--- config.mk ---
export PLATFORM = sky130hd
export DESIGN_NAME = fbcc_top
export DESIGN_NICKNAME = d
export VERILOG_FILES = /design/src/common/fbcc_pkg.sv /design/src/design/fbcc_top.sv
export SDC_FILE = /design/constraint.sdc
export NUM_CORES = 1
export LEC_CHECK = 0
export BUFFER_PORTS_ARGS = -buffer_cell sky130_fd_sc_hd__clkbuf_2
export CORE_MARGIN = 5
export CORE_UTILIZATION = 35
export DETAILED_ROUTE_END_ITERATION = 8
export PLACE_DENSITY = 0.69
export SYNTH_ARGS = -nofsm -noshare
export SYNTH_HDL_FRONTEND = slang
export SYNTH_SLANG_ARGS = --single-unit
--- constraint.sdc ---
create_clock -name mclk -period 2.15 [get_ports mclk]
set_input_delay 0.215 -clock mclk [delete_from_list [all_inputs] [get_ports mclk]]
set_output_delay 0.215 -clock mclk [all_outputs]
set_load 0.05 [all_outputs]
--- src/common/fbcc_pkg.sv ---
package fbcc_pkg;

    // ------------------------------------------------------------
    // register map
    // ------------------------------------------------------------
    localparam int          FBCC_ADDR_W      = 20;
    localparam logic [19:0] FBCC_CTRL_OFFSET = 20'h43208;
    localparam logic [31:0] FBCC_CTRL_RESET  = 32'h00000000;
    localparam logic [31:0] FBCC_WR_MASK     = 32'hae0000c0;
    localparam logic [31:0] FBCC_EN_MASK     = 32'h80000000;

    // ------------------------------------------------------------
    // field encodings
    // ------------------------------------------------------------
    localparam logic [1:0] FBCC_LIMIT_1TO1 = 2'h0;
    localparam logic [1:0] FBCC_LIMIT_2TO1 = 2'h1;
    localparam logic [1:0] FBCC_LIMIT_4TO1 = 2'h2;
    localparam logic [1:0] FBCC_SHIFT_NONE = 2'h0;
    localparam logic [1:0] FBCC_SHIFT_HALF = 2'h1;
    localparam logic [1:0] FBCC_SHIFT_QTR  = 2'h2;

    typedef struct packed {
        logic        en;
        logic        plane_rsv;
        logic        fence_en;
        logic        rsv28;
        logic        cs_flip_reset_block;
        logic        regpath_flip_reset_block;
        logic        persist;
        logic [16:0] rsv24_8;
        logic [1:0]  limit;
        logic [5:0]  rsv5_0;
    } fbcc_ctrl_t;

    typedef struct packed {
        logic vblank_start;
        logic cs_flip;
        logic reg_flip;
        logic cs_invalidate;
    } fbcc_evt_t;

    typedef enum logic [2:0] {
        FBCC_IDLE = 3'b001,
        FBCC_WAIT = 3'b010,
        FBCC_RUN  = 3'b100
    } fbcc_state_t;

endpackage

--- src/design/fbcc_top.sv ---
`timescale 1ns/100ps
// Functional notes
// - enable starts compression only at next vblank start; clearing enable stops it
// - fence bit 0 blocks processor writes to display buffer while compression runs; 1 means in fence
// - bit 27 set stops command-streamer sync flips resetting compression
// - bit 26 set stops register-path sync flips resetting compression
// - bit 25 selects persistent mode qualifying command-streamer invalidations
// - bits 7:6 pick limit and packed buffer size: 1:1, 2:1, 4:1, reserved (full size); at 16 bpp 2:1 gives full size, 4:1 half
module fbcc_top
    import fbcc_pkg::*;
#(
    parameter int SIZE_W = 28
) (
    input  wire logic                   mclk,
    input  wire logic                   reset,
    input  wire logic                   mmio_wr,
    input  wire logic                   mmio_rd,
    input  wire logic [FBCC_ADDR_W-1:0] mmio_addr,
    input  wire logic [31:0]            mmio_wdata,
    output logic      [31:0]            mmio_rdata,
    output logic                        mmio_rvalid,
    input  wire fbcc_evt_t              evt,
    input  wire logic                   pix_16bpp,
    input  wire logic [SIZE_W-1:0]      raw_buffer_size,
    output logic                        squeeze_active,
    output logic                        cpu_write_block,
    output logic                        persistent_mode,
    output logic                        invalidate_pass,
    output logic                        discard,
    output logic      [SIZE_W-1:0]      packed_buffer_size
);

    // ------------------------------------------------------------
    // control register
    // ------------------------------------------------------------
    fbcc_ctrl_t        ctrl_q, ctrl_d;
    logic [31:0]       rdata_q, rdata_d;
    logic              rvalid_q, rvalid_d;
    logic              hit;
    logic [31:0]       ctrl_rest;

    assign hit       = (mmio_addr == FBCC_CTRL_OFFSET);
    assign ctrl_rest = ctrl_q & ~FBCC_EN_MASK;

    always_comb begin
        ctrl_d   = ctrl_q;
        rdata_d  = 32'h00000000;
        rvalid_d = mmio_rd;
        if (mmio_wr && hit) begin
            if (ctrl_q.en) begin
                // locked while running, only the enable bit moves
                ctrl_d = (ctrl_q & ~FBCC_EN_MASK) | (mmio_wdata & FBCC_EN_MASK);
            end else begin
                // reserved bits are not stored and read as zero
                ctrl_d = mmio_wdata & FBCC_WR_MASK;
            end
        end
        if (mmio_rd && hit) begin
            rdata_d = ctrl_q;
        end
    end

    always_ff @(posedge mclk or posedge reset) begin
        if (reset) begin
            ctrl_q   <= FBCC_CTRL_RESET;
            rdata_q  <= 32'h00000000;
            rvalid_q <= 1'b0;
        end else begin
            ctrl_q   <= ctrl_d;
            rdata_q  <= rdata_d;
            rvalid_q <= rvalid_d;
        end
    end

    assign mmio_rdata      = rdata_q;
    assign mmio_rvalid     = rvalid_q;
    assign persistent_mode = ctrl_q.persist;

    // ------------------------------------------------------------
    // compression state
    // ------------------------------------------------------------
    fbcc_state_t state_q, state_d;

    always_comb begin
        state_d = state_q;
        if (!ctrl_q.en) begin
            state_d = FBCC_IDLE;
        end else begin
            case (state_q)
                FBCC_IDLE: begin
                    state_d = evt.vblank_start ? FBCC_RUN : FBCC_WAIT;
                end
                FBCC_WAIT: begin
                    if (evt.vblank_start) begin
                        state_d = FBCC_RUN;
                    end
                end
                FBCC_RUN: begin
                    state_d = FBCC_RUN;
                end
                default: begin
                    state_d = FBCC_IDLE;
                end
            endcase
        end
    end

    always_ff @(posedge mclk or posedge reset) begin
        if (reset) begin
            state_q <= FBCC_IDLE;
        end else begin
            state_q <= state_d;
        end
    end

    assign squeeze_active = state_q[2];

    // ------------------------------------------------------------
    // plane fetch side
    // ------------------------------------------------------------
    logic              block_q, block_d;
    logic              inv_q, inv_d;
    logic              discard_q, discard_d;
    logic [SIZE_W-1:0] size_q, size_d;
    logic [1:0]        shift;

    always_comb begin
        block_d   = squeeze_active && !ctrl_q.fence_en;
        inv_d     = squeeze_active && ctrl_q.persist && evt.cs_invalidate;
        // a flip mid-frame leaves stale packed data, so it is dropped
        discard_d = squeeze_active &&
                    ((evt.cs_flip && !ctrl_q.cs_flip_reset_block) ||
                     (evt.reg_flip && !ctrl_q.regpath_flip_reset_block));
        case (ctrl_q.limit)
            FBCC_LIMIT_1TO1: shift = FBCC_SHIFT_NONE;
            FBCC_LIMIT_2TO1: shift = pix_16bpp ? FBCC_SHIFT_NONE : FBCC_SHIFT_HALF;
            FBCC_LIMIT_4TO1: shift = pix_16bpp ? FBCC_SHIFT_HALF : FBCC_SHIFT_QTR;
            // reserved code falls back to full size, the safe choice
            default:         shift = FBCC_SHIFT_NONE;
        endcase
        size_d = raw_buffer_size >> shift;
    end

    always_ff @(posedge mclk or posedge reset) begin
        if (reset) begin
            block_q   <= 1'b0;
            inv_q     <= 1'b0;
            discard_q <= 1'b0;
            size_q    <= '0;
        end else begin
            block_q   <= block_d;
            inv_q     <= inv_d;
            discard_q <= discard_d;
            size_q    <= size_d;
        end
    end

    assign cpu_write_block    = block_q;
    assign invalidate_pass    = inv_q;
    assign discard            = discard_q;
    assign packed_buffer_size = size_q;
endmodule

==> flow_summary.json <==
{
  "ff2ff_setup_slack_ps": 380,
  "port_buffers": 129,
  "gp_congestion": 0.817,
  "hold_path_end": "mmio_rvalid",
  "postCtsHoldBufs": 1,
  "grt_remaining_overflow": 0,
  "vias": 1779,
  "power_mw": 1.91,
  "wl_met3_um": 437,
  "syn2layout_area_growth_pct": 28.6,
  "clk_pin_slew_ps": 90,
  "netlist_area_sq_um": 2470,
  "wl_per_cell_um": 14.5,
  "cts_root_buf": "clkbuf_8",
  "dieHeight_um": 94.0,
  "n_fill_cell": 661,
  "postCtsSetupBuffers": 0,
  "instances_no_fill": 383,
  "min_path_cells": 1,
  "tritoncts": "built",
  "ys_warn_count": 0,
  "final_layout_size_suffix_gt1_frac": 0.589,
  "regToRegStartpoint": "ctrl_q[7]",
  "cap_violations": 0,
  "ir_drop_mv": 0.238,
  "wl_met1_um": 2140,
  "ant_nets": 0,
  "synth_seq_cells": 50,
  "startpoint_type": "register",
  "path_class": "register to register",
  "p_per_area_nw_per_um2": 603,
  "fin_crit_sh": 0.824,
  "setup_viol": 0,
  "io_pins": 155,
  "die-area_sq_um": 8840,
  "syn_area_per_cell_sq_um": 14.1,
  "finalMaxSlewViolations": 0,
  "ctsResizeCount": 0,
  "hold_violations": 0,
  "final_util": 0.465,
  "holdWs_ps": 40.0,
  "drtIter0Drc": 73,
  "avgViaCountPerCell": 4.64,
  "worstRegToRegCells": 4,
  "min-delay-start": "mmio_rd",
  "synthArstFlopShare": 1.00,
  "rr_endpoint": "packed_buffer_size[12]",
  "dp_hpwl_um": 4420,
  "hold_class": "primary input to register",
  "cts_made_buffers": 5,
  "nets": 375,
  "fin_worst_skew_ps": 6.23,
  "synth_edf_count": 0,
  "critPathRequiredTime_ps": 2310,
  "pre_cts_slack_ps": 308,
  "rows": 30,
  "dpl_cell_area_sq_um": 3080,
  "final_area_sq_um": 3180,
  "grt_use_total": 0.123,
  "clock-sinks": 50,
  "cp_max_fo": 28,
  "syn_nets": 264,
  "leakage_nw": 1.58,
  "worst_slew_pin_slew_ps": 600,
  "top_layer_used": "met4",
  "grt_pass1_vias": 1809,
  "cp.arrival_ps": 1930,
  "first_pass_iters": 4,
  "start_util": 0.362,
  "yosysSeqAreaShare": 0.507,
  "wl_um": 5540,
  "diodes": 0,
  "final_common_cell": "clkbuf_2",
  "slew_headroom": 0.600,
  "htreeDepth": 2,
  "grt_pass1_wl_um": 8500,
  "max_freq_mhz": 565,
  "core_region_area_sq_um": 6830,
  "syn-instance-count": 175,
  "mostFrequentLayoutCells": "129 x clkbuf_2, 49 x dfrtp_1, 16 x mux4_2, 16 x mux2i_1, 8 x and2_1",
  "status": "complete, no violations",
  "rsz0062_at_grt": "false",
  "crit_path_end_kind": "register",
  "drcViolationCount": 0,
  "grt_max_degree": 51,
  "antenna_found_initial": 0,
  "clkLatencyLatePin_ps": 290,
  "dp.cells": 374,
  "synthFlopType": "dfrtp_1",
  "cts.path.max_buffers": 2,
  "fin_tns_setup_ps": 0,
  "die_w_um": 94.0,
  "worst_slack_ps": 379,
  "wl_met2_um": 2860,
  "ys_types": 38,
  "fin_crit_ps": 1770
}
## how the worst max path moves through the flow
stage | cells past startpoint | endpoint | from
2_1_floorplan | 5 | packed_buffer_size[13] | ctrl_q[7]
4_1_cts | 4 | packed_buffer_size[12] | ctrl_q[7]
5_1_grt | 4 | packed_buffer_size[12] | ctrl_q[7]
3_5_place_dp | 6 | ctrl_q[27] | mmio_addr[16]
6_report | 4 | packed_buffer_size[12] | ctrl_q[7]
3_3_place_gp | 6 | ctrl_q[29] | mmio_addr[16]
## routing by layer
metal / global-route usage / vias to the layer above
li1: - / 827
met4: 0.0409 / 0
met2: 0.221 / 76
met3: 0.0296 / 8
met5: 0 / -
met1: 0.143 / 868
## sequential cells by signal, indices dropped and copies added (netlist names)
name                cells
persistent_mode         1
cpu_write_block         1
state_q                 3
mmio_rdata              8
mmio_rvalid             1
discard                 1
ctrl_q                  6
invalidate_pass         1
packed_buffer_size     28
## critical path: stages, from the launching register on
cell     delay [ps]
dfrtp_1         420
nor2b_1         270
a21o_1          200
buf_12          220
mux4_2          530
## power by group
group,internal (mW),total (mW),switching (mW)
registers,0.968,0.980,0.0124
clock network,0.260,0.548,0.288
logic,0.112,0.386,0.274
total,1.34,1.91,0.575
## logic make-up after synthesis
logic type,share of synthesized area
DFF,0.507
muxes,0.252
and+or+nand+nor,0.104
buffers and inverters,0.103
AOI/OAI and AO/OA,0.0258
xor gates and xnor gates,0.00709
other,0.00152
## synthesized netlist by cell type, types with 2 or more instances
master    instances  share of area
mux2i_1          16          0.065
buf_6             4          0.018
nand2_1           4         0.0061
inv_1             3         0.0046
o21ai_0           3         0.0061
a21oi_1           3         0.0061
nand2b_1          2         0.0051
mux4_2           16           0.15
buf_4            24          0.073
nor4b_1           3          0.011
and3_1            2         0.0051
buf_2             2         0.0041
nor2_1            3         0.0046
nor2b_1           3         0.0076
mux2_4            6          0.036
nor3b_1           3         0.0091
and2_1            8          0.020
clkbuf_1          2         0.0030
dfrtp_1          49           0.50
## area by class of cell
cell class	instances	area, sq um	share of cell area
multi-input cells	90	963	0.303
clock inverters	1	5.00	0.00158
flip-flops and latches	50	1250	0.394
repair buffers	136	738	0.232
clock buffers	7	86.3	0.0272
inverters	3	11.3	0.00354
well taps	96	120	0.0378
Note: power is estimated with default switching activity, not from simulation.
